==> src/inc/flb_pkg.sv <==
`default_nettype none
package flb_pkg;
    // ***************************************************
    // Register map
    // ***************************************************
    localparam logic [7:0] ADDR_BRK = 8'h00;
    localparam logic [7:0] ADDR_FLOW = 8'h04;
    localparam logic [7:0] ADDR_ALT = 8'h08;
    localparam logic [7:0] ADDR_STAT = 8'h0C;
    // ***************************************************
    // Break handling codes
    // ***************************************************
    localparam logic [1:0] BRK_SEQ = 2'h0;
    localparam logic [1:0] BRK_EXP = 2'h1;
    localparam logic [1:0] BRK_DST = 2'h2;
    localparam logic [1:0] BRK_RST = BRK_SEQ;
    localparam logic [7:0] ALT_DST = 8'h01;
    localparam logic [7:0] ALT_EXP = 8'h03;
    localparam logic [7:0] ALT_SEQ = 8'h05;
    // ***************************************************
    // Flow control codes
    // ***************************************************
    localparam logic [4:0] FC_OFF = 5'h00;
    localparam logic [4:0] FC_HW = 5'h03;
    localparam logic [4:0] FC_LOC = 5'h04;
    localparam logic [4:0] FC_PASS = 5'h08;
    localparam logic [4:0] FC_BOTH = 5'h0C;
    localparam logic [4:0] FC_INT = 5'h10;
    localparam logic [4:0] FC_INTB = 5'h14;
    localparam logic [4:0] FC_RST = FC_HW;
    // ***************************************************
    // In-band characters and sizes
    // ***************************************************
    localparam logic [7:0] CH_XON = 8'h11;
    localparam logic [7:0] CH_XOFF = 8'h13;
    localparam int FIFO_DEPTH = 4;
    // ***************************************************
    // Types
    // ***************************************************
    typedef struct packed {
        logic flush;
        logic brk;
        logic [7:0] data;
    } flb_item_t;
    typedef enum logic [1:0] {
        AP_IDLE = 2'b00,
        AP_RESP = 2'b01
    } flb_ap_t;
endpackage
`default_nettype wire

==> src/verilog/flb_top.sv <==
`default_nettype none
// ***************************************************
// Transmit FIFO
// ***************************************************
module flb_fifo #(
    parameter int W = 10,
    parameter int D = 4
) (
    input wire logic sys_clk_i,
    input wire logic resetn_i,
    input wire logic flush_i,
    // Fill side
    input wire logic in_valid_i,
    output logic in_ready_o,
    input wire logic [W-1:0] in_data_i,
    // Drain side
    output logic out_valid_o,
    input wire logic out_ready_i,
    output logic [W-1:0] out_data_o,
    output logic [$clog2(D):0] count_o
);
    localparam int AW = $clog2(D);
    typedef struct packed {
        logic [D-1:0][W-1:0] mem;
        logic [AW-1:0] wp;
        logic [AW-1:0] rp;
        logic [AW:0] cnt;
    } flb_fst_t;
    flb_fst_t st, next_st;
    logic push, pop;
    assign in_ready_o = (st.cnt != (AW+1)'(D));
    assign out_valid_o = (st.cnt != '0);
    assign out_data_o = st.mem[st.rp];
    assign count_o = st.cnt;
    assign push = in_valid_i && in_ready_o;
    assign pop = out_valid_o && out_ready_i;
    always_comb begin
        next_st = st;
        if (flush_i) begin
            next_st.wp = '0;
            next_st.rp = '0;
            next_st.cnt = '0;
        end else begin
            if (push) begin
                next_st.mem[st.wp] = in_data_i;
                next_st.wp = AW'(st.wp + 1'b1);
            end
            if (pop) begin
                next_st.rp = AW'(st.rp + 1'b1);
            end
            next_st.cnt = (AW+1)'(st.cnt + push - pop);
        end
    end
    always_ff @(posedge sys_clk_i or negedge resetn_i) begin
        if (!resetn_i) begin
            st <= '0;
        end else begin
            st <= next_st;
        end
    end
endmodule

// ***************************************************
// Break and flow control
// ***************************************************
module flb_top
    import flb_pkg::*;
#(
    parameter int DEPTH = FIFO_DEPTH
) (
    input wire logic sys_clk_i,
    input wire logic resetn_i,
    // APB slave
    input wire logic psel_i,
    input wire logic penable_i,
    input wire logic pwrite_i,
    input wire logic [7:0] paddr_i,
    input wire logic [31:0] pwdata_i,
    output logic [31:0] prdata_o,
    output logic pready_o,
    output logic pslverr_o,
    // Terminal side
    input wire logic term_valid_i,
    input wire logic [7:0] term_data_i,
    output logic term_ready_o,
    input wire logic brk_i,
    input wire logic rts_i,
    output logic cts_o,
    output logic dte_valid_o,
    output logic [7:0] dte_data_o,
    input wire logic dte_ready_i,
    // Remote side
    output logic line_valid_o,
    output logic [7:0] line_data_o,
    output logic line_brk_o,
    output logic line_flush_o,
    input wire logic line_ready_i,
    input wire logic rem_valid_i,
    input wire logic [7:0] rem_data_i,
    output logic rem_ready_o,
    input wire logic ec_i
);
    localparam int CW = $clog2(DEPTH) + 1;
    typedef struct packed {
        flb_ap_t ap;
        logic pready;
        logic pslverr;
        logic [31:0] prdata;
        logic [1:0] brk_mode;
        logic [4:0] flow;
        logic rts_s1;
        logic rts_s2;
        logic pend_brk;
        logic pend_xbrk;
        logic pend_fl;
        logic term_rdy;
        logic cts;
        logic dte_paused;
        logic rem_paused;
        logic term_xoff;
        logic rem_xoff;
        logic dte_valid;
        logic [7:0] dte_data;
        logic rem_rdy;
        logic line_valid;
        flb_item_t line;
    } flb_st_t;
    flb_st_t st, next_st;
    logic f_push, f_pop, f_flush, f_in_rdy, f_out_vld;
    flb_item_t f_in, f_out;
    logic [CW-1:0] f_cnt;
    logic loc_rx, loc_tx, pass, intl, hw, paused;
    logic t_acc, t_fc, r_acc, r_fc, dte_free, dte_load;
    logic wr, brk_ok, flow_ok, line_free, need_rx, need_rxon;
    logic need_tx, need_txon;
    logic [7:0] wv;

    flb_fifo #(.W($bits(flb_item_t)), .D(DEPTH)) u_fifo (
        .sys_clk_i(sys_clk_i),
        .resetn_i(resetn_i),
        .flush_i(f_flush),
        .in_valid_i(f_push),
        .in_ready_o(f_in_rdy),
        .in_data_i(f_in),
        .out_valid_o(f_out_vld),
        .out_ready_i(f_pop),
        .out_data_o(f_out),
        .count_o(f_cnt)
    );

    always_comb begin
        // Mode decode
        hw = (st.flow == FC_HW);
        loc_rx = st.flow inside {FC_LOC, FC_PASS, FC_BOTH, FC_INTB};
        loc_tx = st.flow inside {FC_LOC, FC_BOTH, FC_INTB};
        pass = st.flow inside {FC_PASS, FC_BOTH, FC_INTB};
        // Internal only on links without error control
        intl = (st.flow inside {FC_INT, FC_INTB}) && !ec_i;
        paused = (loc_rx && st.dte_paused) || (hw && !st.rts_s2);
        wv = pwdata_i[7:0];
        wr = psel_i && penable_i && st.pready && pwrite_i;
        brk_ok = (pwdata_i[31:2] == '0) && (pwdata_i[1:0] != 2'h3);
        flow_ok = (pwdata_i[31:5] == '0) && (pwdata_i[4:0] inside
            {FC_OFF, FC_HW, FC_LOC, FC_PASS, FC_BOTH, FC_INT, FC_INTB});
        next_st = st;
        // ***************************************************
        // APB slave, one wait state
        // ***************************************************
        next_st.pready = 1'b0;
        next_st.pslverr = 1'b0;
        case (st.ap)
            AP_IDLE: begin
                if (psel_i && penable_i) begin
                    next_st.ap = AP_RESP;
                    next_st.pready = 1'b1;
                    next_st.prdata = '0;
                    case (paddr_i)
                        ADDR_BRK: next_st.prdata[1:0] = st.brk_mode;
                        ADDR_FLOW: next_st.prdata[4:0] = st.flow;
                        ADDR_ALT: next_st.prdata = '0;
                        ADDR_STAT: next_st.prdata[11:0] = {st.rts_s2,
                            st.cts, f_cnt[2:0], st.rem_xoff, st.term_xoff,
                            st.rem_paused, st.dte_paused, st.pend_brk,
                            st.pend_xbrk, st.dte_valid};
                        default: next_st.pslverr = 1'b1;
                    endcase
                end
            end
            AP_RESP: next_st.ap = AP_IDLE;
            default: next_st.ap = AP_IDLE;
        endcase
        if (wr && paddr_i == ADDR_BRK && brk_ok) begin
            next_st.brk_mode = pwdata_i[1:0];
        end
        if (wr && paddr_i == ADDR_FLOW && flow_ok) begin
            next_st.flow = pwdata_i[4:0];
        end
        if (wr && paddr_i == ADDR_ALT && pwdata_i[31:8] == '0) begin
            case (wv)
                ALT_DST: next_st.brk_mode = BRK_DST;
                ALT_EXP: next_st.brk_mode = BRK_EXP;
                ALT_SEQ: next_st.brk_mode = BRK_SEQ;
                default: next_st.brk_mode = st.brk_mode;
            endcase
        end
        // ***************************************************
        // Terminal to remote path
        // ***************************************************
        next_st.rts_s1 = rts_i;
        next_st.rts_s2 = st.rts_s1;
        t_acc = term_valid_i && st.term_rdy;
        t_fc = term_data_i inside {CH_XON, CH_XOFF};
        f_flush = brk_i && (st.brk_mode == BRK_DST);
        f_push = 1'b0;
        f_in = '0;
        if (t_acc && t_fc && loc_rx) begin
            next_st.dte_paused = (term_data_i == CH_XOFF);
        end
        if (t_acc && !(t_fc && loc_rx && !pass)) begin
            f_push = 1'b1;
            f_in.data = term_data_i;
        end else if (st.pend_brk && f_in_rdy) begin
            f_push = 1'b1;
            f_in.brk = 1'b1;
            next_st.pend_brk = 1'b0;
        end
        if (f_flush) begin
            f_push = 1'b0;
        end
        if (brk_i) begin
            case (st.brk_mode)
                BRK_SEQ: next_st.pend_brk = 1'b1;
                BRK_EXP: next_st.pend_xbrk = 1'b1;
                BRK_DST: begin
                    next_st.pend_xbrk = 1'b1;
                    next_st.pend_fl = 1'b1;
                    next_st.pend_brk = 1'b0;
                end
                default: next_st.pend_xbrk = 1'b1;
            endcase
        end
        // Room for one more is kept so a late ready never loses a word
        next_st.term_rdy = (f_cnt <= CW'(DEPTH - 2)) && !f_flush;
        next_st.cts = hw ? (f_cnt <= CW'(DEPTH - 2)) : 1'b1;
        need_tx = loc_tx && !st.term_xoff && (f_cnt >= CW'(DEPTH - 1));
        need_txon = loc_tx && st.term_xoff && (f_cnt == '0);
        if (!loc_tx) begin
            next_st.term_xoff = 1'b0;
        end
        // ***************************************************
        // Line output, expedited break first
        // ***************************************************
        line_free = !st.line_valid || line_ready_i;
        need_rx = intl && !st.rem_xoff && st.dte_valid && !dte_ready_i;
        need_rxon = st.rem_xoff && !st.dte_valid;
        f_pop = 1'b0;
        if (line_ready_i) begin
            next_st.line_valid = 1'b0;
        end
        if (line_free) begin
            if (st.pend_xbrk) begin
                next_st.line_valid = 1'b1;
                next_st.line = '{flush: st.pend_fl, brk: 1'b1,
                    data: 8'h00};
                next_st.pend_xbrk = brk_i && st.brk_mode != BRK_SEQ;
                next_st.pend_fl = brk_i && st.brk_mode == BRK_DST;
            end else if (need_rx || need_rxon) begin
                next_st.line_valid = 1'b1;
                next_st.line = '{flush: 1'b0, brk: 1'b0,
                    data: need_rx ? CH_XOFF : CH_XON};
                next_st.rem_xoff = need_rx;
            end else if (f_out_vld && !st.rem_paused && !f_flush) begin
                f_pop = 1'b1;
                next_st.line_valid = 1'b1;
                next_st.line = f_out;
            end
        end
        if (!intl) begin
            next_st.rem_paused = 1'b0;
        end
        // ***************************************************
        // Remote to terminal path
        // ***************************************************
        r_acc = rem_valid_i && st.rem_rdy;
        r_fc = rem_data_i inside {CH_XON, CH_XOFF};
        dte_free = !st.dte_valid || dte_ready_i;
        dte_load = 1'b0;
        if (dte_ready_i) begin
            next_st.dte_valid = 1'b0;
        end
        if (r_acc && r_fc && intl) begin
            next_st.rem_paused = (rem_data_i == CH_XOFF);
        end else if (r_acc) begin
            dte_load = 1'b1;
            next_st.dte_valid = 1'b1;
            next_st.dte_data = rem_data_i;
        end else if (dte_free && (need_tx || need_txon)) begin
            next_st.dte_valid = 1'b1;
            next_st.dte_data = need_tx ? CH_XOFF : CH_XON;
            next_st.term_xoff = need_tx;
        end
        if (f_flush) begin
            next_st.dte_valid = 1'b0;
        end
        next_st.rem_rdy = !next_st.dte_valid && !paused && !f_flush;
    end

    always_ff @(posedge sys_clk_i or negedge resetn_i) begin
        if (!resetn_i) begin
            st <= '0;
            st.ap <= AP_IDLE;
            st.brk_mode <= BRK_RST;
            st.flow <= FC_RST;
        end else begin
            st <= next_st;
        end
    end

    assign prdata_o = st.prdata;
    assign pready_o = st.pready;
    assign pslverr_o = st.pslverr;
    assign term_ready_o = st.term_rdy;
    assign cts_o = st.cts;
    assign dte_valid_o = st.dte_valid;
    assign dte_data_o = st.dte_data;
    assign rem_ready_o = st.rem_rdy;
    assign line_valid_o = st.line_valid;
    assign line_data_o = st.line.data;
    assign line_brk_o = st.line.brk;
    assign line_flush_o = st.line.flush;
endmodule
`default_nettype wire

==> config.mk <==
export PLATFORM = sky130hd
export DESIGN_NAME = flb_top
export DESIGN_NICKNAME = d
export VERILOG_FILES = /design/src/inc/flb_pkg.sv /design/src/verilog/flb_top.sv
export SDC_FILE = /design/constraint.sdc
export NUM_CORES = 1
export LEC_CHECK = 0
export BUFFER_PORTS_ARGS = -buffer_cell sky130_fd_sc_hd__buf_2
export CAP_MARGIN = 30
export CORE_AREA = 2 2 121 123
export DETAILED_ROUTE_END_ITERATION = 8
export DIE_AREA = 0 0 123 125
export GPL_TIMING_DRIVEN = 0
export REMOVE_ABC_BUFFERS = 1
export SYNTH_ARGS = -nofsm -noshare
export SYNTH_HDL_FRONTEND = slang
export SYNTH_SLANG_ARGS = --single-unit
==> constraint.sdc <==
create_clock -name sys_clk_i -period 3.3 [get_ports sys_clk_i]
set_input_delay 0 -clock sys_clk_i [delete_from_list [all_inputs] [get_ports sys_clk_i]]
set_output_delay 0 -clock sys_clk_i [all_outputs]
set_load 0.01 [all_outputs]
==> results of run 1 <==
==> cells in the mapped netlist, types with 3 or more instances <==
cell type,count,area share
nand4_1,5,0.0061
nor3_1,6,0.0059
o21ai_0,11,0.011
ha_1,8,0.020
nand3_1,4,0.0039
inv_1,14,0.010
a22o_1,19,0.032
nand2_1,23,0.017
nor4_1,6,0.0073
and3_1,8,0.0098
a31oi_1,10,0.012
buf_4,48,0.070
nor4b_1,4,0.0068
a21oi_1,6,0.0059
dfrtp_1,95,0.46
nor2_1,17,0.012
nor3b_1,3,0.0044
nor2b_1,5,0.0061
clkbuf_1,7,0.0051
and2_1,11,0.013
buf_2,3,0.0029
a22o_2,5,0.0098
nand2b_1,8,0.0098
mux4_2,8,0.035
mux2_2,36,0.079
o211ai_2,4,0.0098
a211oi_1,3,0.0044
mux2i_1,8,0.016
buf_6,3,0.0066
==> layout by cell type, fill, tap and decap left out, types with 3 or more instances in the layout <==
cell type,instances
buf_2,103
dfrtp_1,95
mux2_2,36
nand2_1,23
dlygate4sd3_1,23
conb_1,20
a22o_1,19
nor2_1,17
inv_1,14
and2_1,11
o21ai_0,11
a31oi_1,10
clkbuf_16,9
and3_1,8
nand2b_1,8
mux2i_1,8
mux4_2,8
ha_1,8
nor3_1,6
nor4_1,6
a21oi_1,6
nor2b_1,5
nand4_1,5
a22o_2,5
nor4b_1,4
nand3_1,4
o211ai_2,4
nor3b_1,3
a211oi_1,3
==> per-layer routing <==
layer	up-vias	GRT usage	routed length [µm]	part of all wire
met5	-	0	0	0
met4	0	0.0528	180	0.016
met3	13	0.0278	394	0.034
met2	74	0.260	5800	0.50
met1	1879	0.199	5170	0.45
li1	1742	-	-	-
==> cell type report <==
type	instances	area, µm²	area share
Sequential cell	97	2430	0.401
Clock inverter	3	40.0	0.00661
Clock buffer	13	260	0.0430
Tap cell	184	230	0.0380
Inverter	14	52.6	0.00868
Timing Repair Buffer	129	788	0.130
Multi-Input combinational cell	285	2260	0.372
==> cell families after synthesis <==
logic type / Yosys count / synth area share
xor gates and xnor gates: 1 / 0.00171
buffers and inverters: 77 / 0.100
and+or+nand+nor: 122 / 0.142
muxes: 53 / 0.135
adders and majority gates: 9 / 0.0234
AOI/OAI and AO/OA: 80 / 0.123
DFF: 97 / 0.474
other: 1 / 0.000731
==> registers in the layout, summed over array words and instances (netlist names) <==
name	count
line_flush_o	1
line_valid_o	1
term_ready_o	1
st	16
line_brk_o	1
prdata_o	12
pslverr_o	1
u_fifo.count_o	3
pready_o	1
cts_o	1
line_data_o	8
dte_valid_o	1
rem_ready_o	1
next_st	1
u_fifo.st	40
dte_data_o	8
==> metrics by stage <==
stage | worst slack, ns | hold WS, ns | std cells | instance area, µm² | utilization
global route | 0.160 | 0.0311 | 725 | 6060 | 0.426
detailed placement | 0.354 | 0.0172 | 686 | 5530 | 0.389
CTS | 0.338 | 0.0199 | 725 | 6060 | 0.426
floorplan | 0.644 | -0.296 | 396 | 4740 | -
global placement | 0.330 | 0.109 | 684 | 5490 | 0.386
finish | 0.340 | 0.0230 | 725 | 6060 | 0.426
==> tightest hold or removal path, cell delays in order <==
cell and delay, ns:
buf_2 0.11, nor3_1 0.05, o22a_1 0.16
==> what timing repair did <==
item,CTS,global route
setup endpoints to repair,0,0
hold endpoints to repair,58,0
hold buffers,23,0
setup buffers,0,0
==> path summary, 6_finish.rpt <==
path | startpoint | to | slack (ns) | cells after the start
worst max-delay path | st[38] | u_fifo.count_o[1] | 0.34 | 8
worst min-delay path | dte_ready_i | st[21] | 0.02 | 3
worst max register to register | st[38] | u_fifo.count_o[1] | 0.34 | 8
worst min register to register | next_st[30] | st[30] | 0.35 | 0
max in group asynchronous | resetn_i | u_fifo.st[42] | 2.44 | 3
min in group asynchronous | resetn_i | prdata_o[11] | 0.18 | 2
==> power by group <==
group          switching, mW  total (mW)  internal [mW]
logic                  0.283       0.563          0.280
clock network          0.423        1.05          0.627
registers             0.0953        1.41           1.32
total                  0.801        3.02           2.22
==> impl_summary.txt, run 1 <==
----------------------------------------------------
[Worst setup path]
  Largest delay contributor family on the critical path ... simple AND/OR/NAND/NOR gates
  Largest stage delay, worst path ... just over 0.6 ns
  Sort of element at the start of the critical path ... flip-flop
  Crit path buf inv count ... 1
  CP dominant cell by count ... ha_1
  Critical path data required time ... 3.53 ns
  Setup crit end kind ... flip-flop
  Worst setup path class ... flip-flop to flip-flop
  Cell with the biggest individual delay on the critical path ... nor3_1
  Arrival time reported for the critical path endpoint ... around 3.2 ns
  Peak fanout along the critical path ... 8
  Critical path, cell by cell ... and3b_2 > nor3_1 > and3_1 > ha_1 > inv_1 > ha_1 > fa_1 > and2_1

[Pwr]
  Post-layout total power ... about 3 mW
  Cell leakage power ... between 2 and 3 nW
  Power density relative to cell area ... between 400 and 500 nW/µm²
  Largest vdd supply drop ... roughly 0.28 mV

[STA]
  Largest clock skew in the final design ... about 0.0058 ns
  Highest attainable clock frequency ... 338 MHz
  Number of failing setup endpoints in the final timing report ... 0
  Number of pins with negative max-slew slack in the final report ... 0
  Period utilization ... 0.897
  Post-route minimum period ... roughly 3.0 ns
  Final TNS setup ... 0 ns
  Final hold violations ... 0
  Tightest Pin Transition ... roughly 0.95 ns
  Worst slew margin relative to its limit ... 0.361
  Setup repair after global routing missed its margin ... false

[Floorplan]
  Row count ... 44
  Die Area ... between 15000 and 20000 µm²
  Starting Density ... 0.361
  Die Width ... ~120 µm
  I/O Pins ... roughly 130
  Core box area ... roughly 14000 µm²
  Chip height ... ~130 µm

[Synth]
  Share of flip-flops with an asynchronous set or reset ... 1.00
  Average cell area after synthesis ... around 12 µm²
  Number of synthesized flops with an enable pin ... 0
  Post-Syn Instances ... 440
  Post-Syn Area ... 5130 µm²
  Seq/Total Area, Yosys ... 0.474
  Flops & latches, synth ... 97
  Commonest register cell after synthesis ... dfrtp_1
  Number of warning messages in the yosys log ... 0
  Count of different cell masters after synthesis ... about 70

[Hold path]
  Type of the most critical hold path ... input pin to flip-flop

[Route]
  Routed wire length per instance ... 15.9 µm
  Antenna-violating nets left ... 0
  Final WL ... ~12 mm
  Vias ... between 3000 and 4000
  Detailed Route Iter0 Violations ... between 150 and 200
  Drt pass-1 iters ... 5
  DRC violation count after routing ... 0
  Via-to-Cell Ratio ... about 5.1

[Placed design]
  Half-perimeter wire length after placement ... approximately 8.6 mm
  Number of I/O port buffers ... between 100 and 150
  Routability Congestion ... between 0.7 and 0.8

[CTS]
  Total clock buffers created by CTS ... 9
  H-tree lvl count ... 3
  Buffer cell driving the clock tree root ... clkbuf_16
  Number of instances resized during post-cts repair ... 0
  CTS tree ... built
  Sinks on Clock Net ... a little under 100
  Buffer levels on the longest clock path ... 2
  Later-pin clock latency in the skew report ... between 0.3 and 0.4 ns
  Clock-pin slew on the worst setup and hold paths ... around 0.060 ns

[Final layout]
  Number of diodes added for antenna fixing ... 0
  Net count, final ... 613
  Final-layout fill cell count ... between 1000 and 1500
  Area growth from synthesis to layout ... 18.1%
  Share of post-route cells with drive strength above 1 ... 0.351

[Global route]
  Via count of the first global-routing pass ... about 3800
  Wire length of the first global-routing pass ... between 15 and 20 mm
  Initial antenna violation count ... 0
  Grt total ovfl ... 0
  Maximum number of pins on one net before global-route repair ... 61
  Combined global-route utilization of all metal layers ... 0.155

[Run]
  Max-cap violations ... 0

[Outcome]
  Run status ... finished, final reports clean

----------------------------------------------------
Power figures use the tool's default switching activity.
==> inputs of run 2 (changes only) <==
--- a/config.mk
+++ b/config.mk
@@ -5,11 +5,11 @@
 export SDC_FILE = /design/constraint.sdc
 export NUM_CORES = 1
 export LEC_CHECK = 0
-export BUFFER_PORTS_ARGS = -buffer_cell sky130_fd_sc_hd__buf_2
 export CAP_MARGIN = 30
 export CORE_AREA = 2 2 121 123
 export DETAILED_ROUTE_END_ITERATION = 8
 export DIE_AREA = 0 0 123 125
+export DONT_BUFFER_PORTS = 1
 export GPL_TIMING_DRIVEN = 0
 export REMOVE_ABC_BUFFERS = 1
 export SYNTH_ARGS = -nofsm -noshare
==> run 2 against run 1 <==
Net effect: register-to-register slack got worse by 0.03 ns; sequential power about the same; non-clock buffer count decreased by 97; first-iteration DRC count increased by 40%; final cell count decreased by 13%.
==> impl_summary.txt, run 2 (synthesized netlist as in run 1, its figures left out) <==
----------------------------------------------------
[Placed design]
  Half-perimeter wire length after placement ... 8.17 mm (was 8.64 mm)
  Standard cell area after detailed placement ... 4980 µm² (was 5530 µm²)
  Number of I/O port buffers ... 0 (was 104)
  Routability Congestion ... 0.876 (was 0.770)
  Post-Place Worst Slack ... 0.313 ns (was 0.354 ns)

[STA]
  Period utilization ... 0.905 (was 0.897)
  Largest clock skew in the final design ... 0.00900 ns (was 0.00584 ns)
  Setup repair after global routing missed its margin ... false (unchanged)
  Post-Route Hold Slack ... 0.00162 ns (was 0.0230 ns)
  Worst Setup Slack, final ... 0.314 ns (was 0.340 ns)
  Tightest Pin Transition ... 0.926 ns (was 0.950 ns)
  Final hold violations ... 0 (unchanged)
  Highest attainable clock frequency ... 335 MHz (was 338 MHz)
  Worst slew margin relative to its limit ... 0.378 (was 0.361)
  Post-route minimum period ... 2.99 ns (was 2.96 ns)
  Number of failing setup endpoints in the final timing report ... 0 (unchanged)
  Number of pins with negative max-slew slack in the final report ... 0 (unchanged)
  Final TNS setup ... 0 ns (unchanged)

[Final layout]
  Area growth from synthesis to layout ... 9.05% (was 18.1%)
  Net count, final ... 516 (was 613)
  Share of post-route cells with drive strength above 1 ... 0.198 (was 0.351)
  Most common library cell in the layout ignoring fill and taps ... dfrtp_1 (was buf_2)
  Util after Layout ... 0.394 (was 0.426)
  Cell area after layout ... 5590 µm² (was 6060 µm²)
  Number of diodes added for antenna fixing ... 0 (unchanged)
  Register name with the most flops ... u_fifo.st (unchanged)
  Max FFs per register ... 40 (unchanged)
  Commonest cells after routing, fill and taps aside ... 95 x dfrtp_1, 36 x mux2_2, 30 x dlygate4sd3_1, 23 x nand2_1, 20 x conb_1 (was 103 x buf_2, 95 x dfrtp_1, 36 x mux2_2, 23 x nand2_1, 23 x dlygate4sd3_1)
  Final-layout fill cell count ... 1384 (was 1363)

[Floorplan]
  Chip height ... 125 µm (unchanged)
  Starting Density ... 0.361 (unchanged)
  Core box area ... 14200 µm² (unchanged)
  Die Width ... 123 µm (unchanged)
  Die Area ... 15400 µm² (unchanged)
  I/O Pins ... 125 (unchanged)
  Row count ... 44 (unchanged)

[Global route]
  Via count of the first global-routing pass ... 3587 (was 3806)
  Combined global-route utilization of all metal layers ... 0.159 (was 0.155)
  GR Util met3 ... 0.0315 (was 0.0278)
  Initial antenna violation count ... 0 (unchanged)
  Grt total ovfl ... 0 (unchanged)
  GRT busiest layer ... met2 (unchanged)
  Maximum number of pins on one net before global-route repair ... 98 (was 61)
  Wire length of the first global-routing pass ... 19.1 mm (was 18.8 mm)
  Met2 layer usage reported by global route ... 0.271 (was 0.260)
  Met1 usage in global routing ... 0.202 (was 0.199)

[Worst setup path]
  Sort of element at the start of the critical path ... flip-flop (unchanged)
  Start point of the critical path ... st[38] (unchanged)
  Peak fanout along the critical path ... 8 (unchanged)
  Largest delay contributor family on the critical path ... simple AND/OR/NAND/NOR gates (unchanged)
  Setup crit end kind ... flip-flop (unchanged)
  Crit path buf inv count ... 1 (unchanged)
  Worst setup path class ... flip-flop to flip-flop (unchanged)
  Critical path data required time ... 3.54 ns (was 3.53 ns)
  Critical path, cell by cell ... and3b_2 > nor3_1 > and3_1 > ha_1 > inv_1 > ha_1 > fa_1 > and2_1 (unchanged)
  Arrival time reported for the critical path endpoint ... 3.22 ns (was 3.19 ns)
  Largest stage delay, worst path ... 0.65 ns (was 0.62 ns)
  CP dominant cell by count ... ha_1 (unchanged)
  Cell with the biggest individual delay on the critical path ... nor3_1 (unchanged)
  Source of the worst register-to-register timing path ... st[38] (unchanged)

[Route]
  DRC violation count after routing ... 0 (unchanged)
  Via-to-Cell Ratio ... 5.42 (was 5.11)
  Antenna-violating nets left ... 0 (unchanged)
  Drt pass-1 iters ... 4 (was 5)
  Final WL ... 11.8 mm (was 11.5 mm)
  Detailed Route Iter0 Violations ... 223 (was 159)
  Vias ... 3404 (was 3708)
  Routed wire length per instance ... 18.7 µm (was 15.9 µm)

[Pwr]
  Largest vdd supply drop ... 0.243 mV (was 0.280 mV)
  Cell leakage power ... 2.51 nW (was 2.94 nW)
  Power density relative to cell area ... 522 nW/µm² (was 499 nW/µm²)

[CTS]
  Buffer levels on the longest clock path ... 2 (unchanged)
  Later-pin clock latency in the skew report ... 0.35 ns (was 0.34 ns)
  Buffer cell driving the clock tree root ... clkbuf_16 (unchanged)
  CTS tree ... built (unchanged)
  Number of instances resized during post-cts repair ... 0 (unchanged)
  Total clock buffers created by CTS ... 9 (unchanged)
  Sinks on Clock Net ... 97 (unchanged)
  Clock-pin slew on the worst setup and hold paths ... 0.07 ns (was 0.06 ns)
  H-tree lvl count ... 3 (unchanged)

[Hold path]
  Worst Min Path Start ... paddr_i[6] (was dte_ready_i)
  Type of the most critical hold path ... input pin to flip-flop (unchanged)

[Outcome]
  Run status ... finished, final reports clean (unchanged)

[Run]
  Max-cap violations ... 0 (unchanged)

----------------------------------------------------
## run 2: changes by cell type in the layout (fill, tap and decap cells not counted), sizes merged
cell,previous run,this run
dlygate4sd3,23,30
clkinv,2,1
clkbuf,13,10
buf,106,2
bufinv,1,0
inv,14,16
clkinvlp,0,3
## run 2: worst paths after layout
| kind | end | cells after the start | slack (ns) |
|---|---|---|---|
| hold reg to reg | st[30] | 0 | 0.35 |
| setup / recovery | u_fifo.count_o[1] | 8 | 0.31 |
| max in group asynchronous | line_data_o[6] | 2 | 2.69 |
| min in group asynchronous | st[73] | 2 | 0.21 |
| hold / removal | st[38] | 4 | 0.002 |
| setup reg to reg | u_fifo.count_o[1] | 8 | 0.31 |
## run 2: where the power goes
| group | leakage, nW | internal, mW | switching (mW) |
|---|---|---|---|
| registers | 1.28 | 1.32 | 0.123 |
| logic | 1.10 | 0.232 | 0.231 |
| clock network | 0.133 | 0.541 | 0.479 |
| total | 2.51 | 2.09 | 0.833 |
## run 2: area by class of cell
type,instances,area (µm²),share of cell area
Inverter,14,52.6,0.00939
Timing Repair Buffer,32,335,0.0599
Tap cell,184,230,0.0412
Clock buffer,10,239,0.0427
Sequential cell,97,2430,0.434
Clock inverter,6,51.3,0.00917
Multi-Input combinational cell,285,2260,0.403
## run 2: per-layer routing
| metal | vias up | part of all wire |
|---|---|---|
| li1 | 1543 | - |
| met1 | 1750 | 0.43 |
| met2 | 92 | 0.51 |
| met3 | 19 | 0.048 |
| met4 | 0 | 0.017 |
| met5 | - | 0 |
## run 2: worst reg2reg max path, cell delays in order (launching register included)
cell and delay (ns):
dfrtp_1 0.44, and3b_2 0.27, nor3_1 0.66, and3_1 0.47
ha_1 0.30, inv_1 0.05, ha_1 0.15, fa_1 0.40
and2_1 0.14
## run 2: timing repair
item | CTS | global route
hold buffers | 31 | 0
endpoints found under the hold margin | 142 | 0
buffers inserted | 0 | 0
## run 2: per-stage QoR
| stage | power, mW | instances |
|---|---|---|
| 2_1_floorplan | 1.75 | 396 |
| 3_3_place_gp | 1.84 | 580 |
| 3_5_place_dp | 1.86 | 581 |
| 4_1_cts | 2.94 | 628 |
| 5_1_grt | 3.06 | 628 |
| 6_report | 2.92 | 628 |
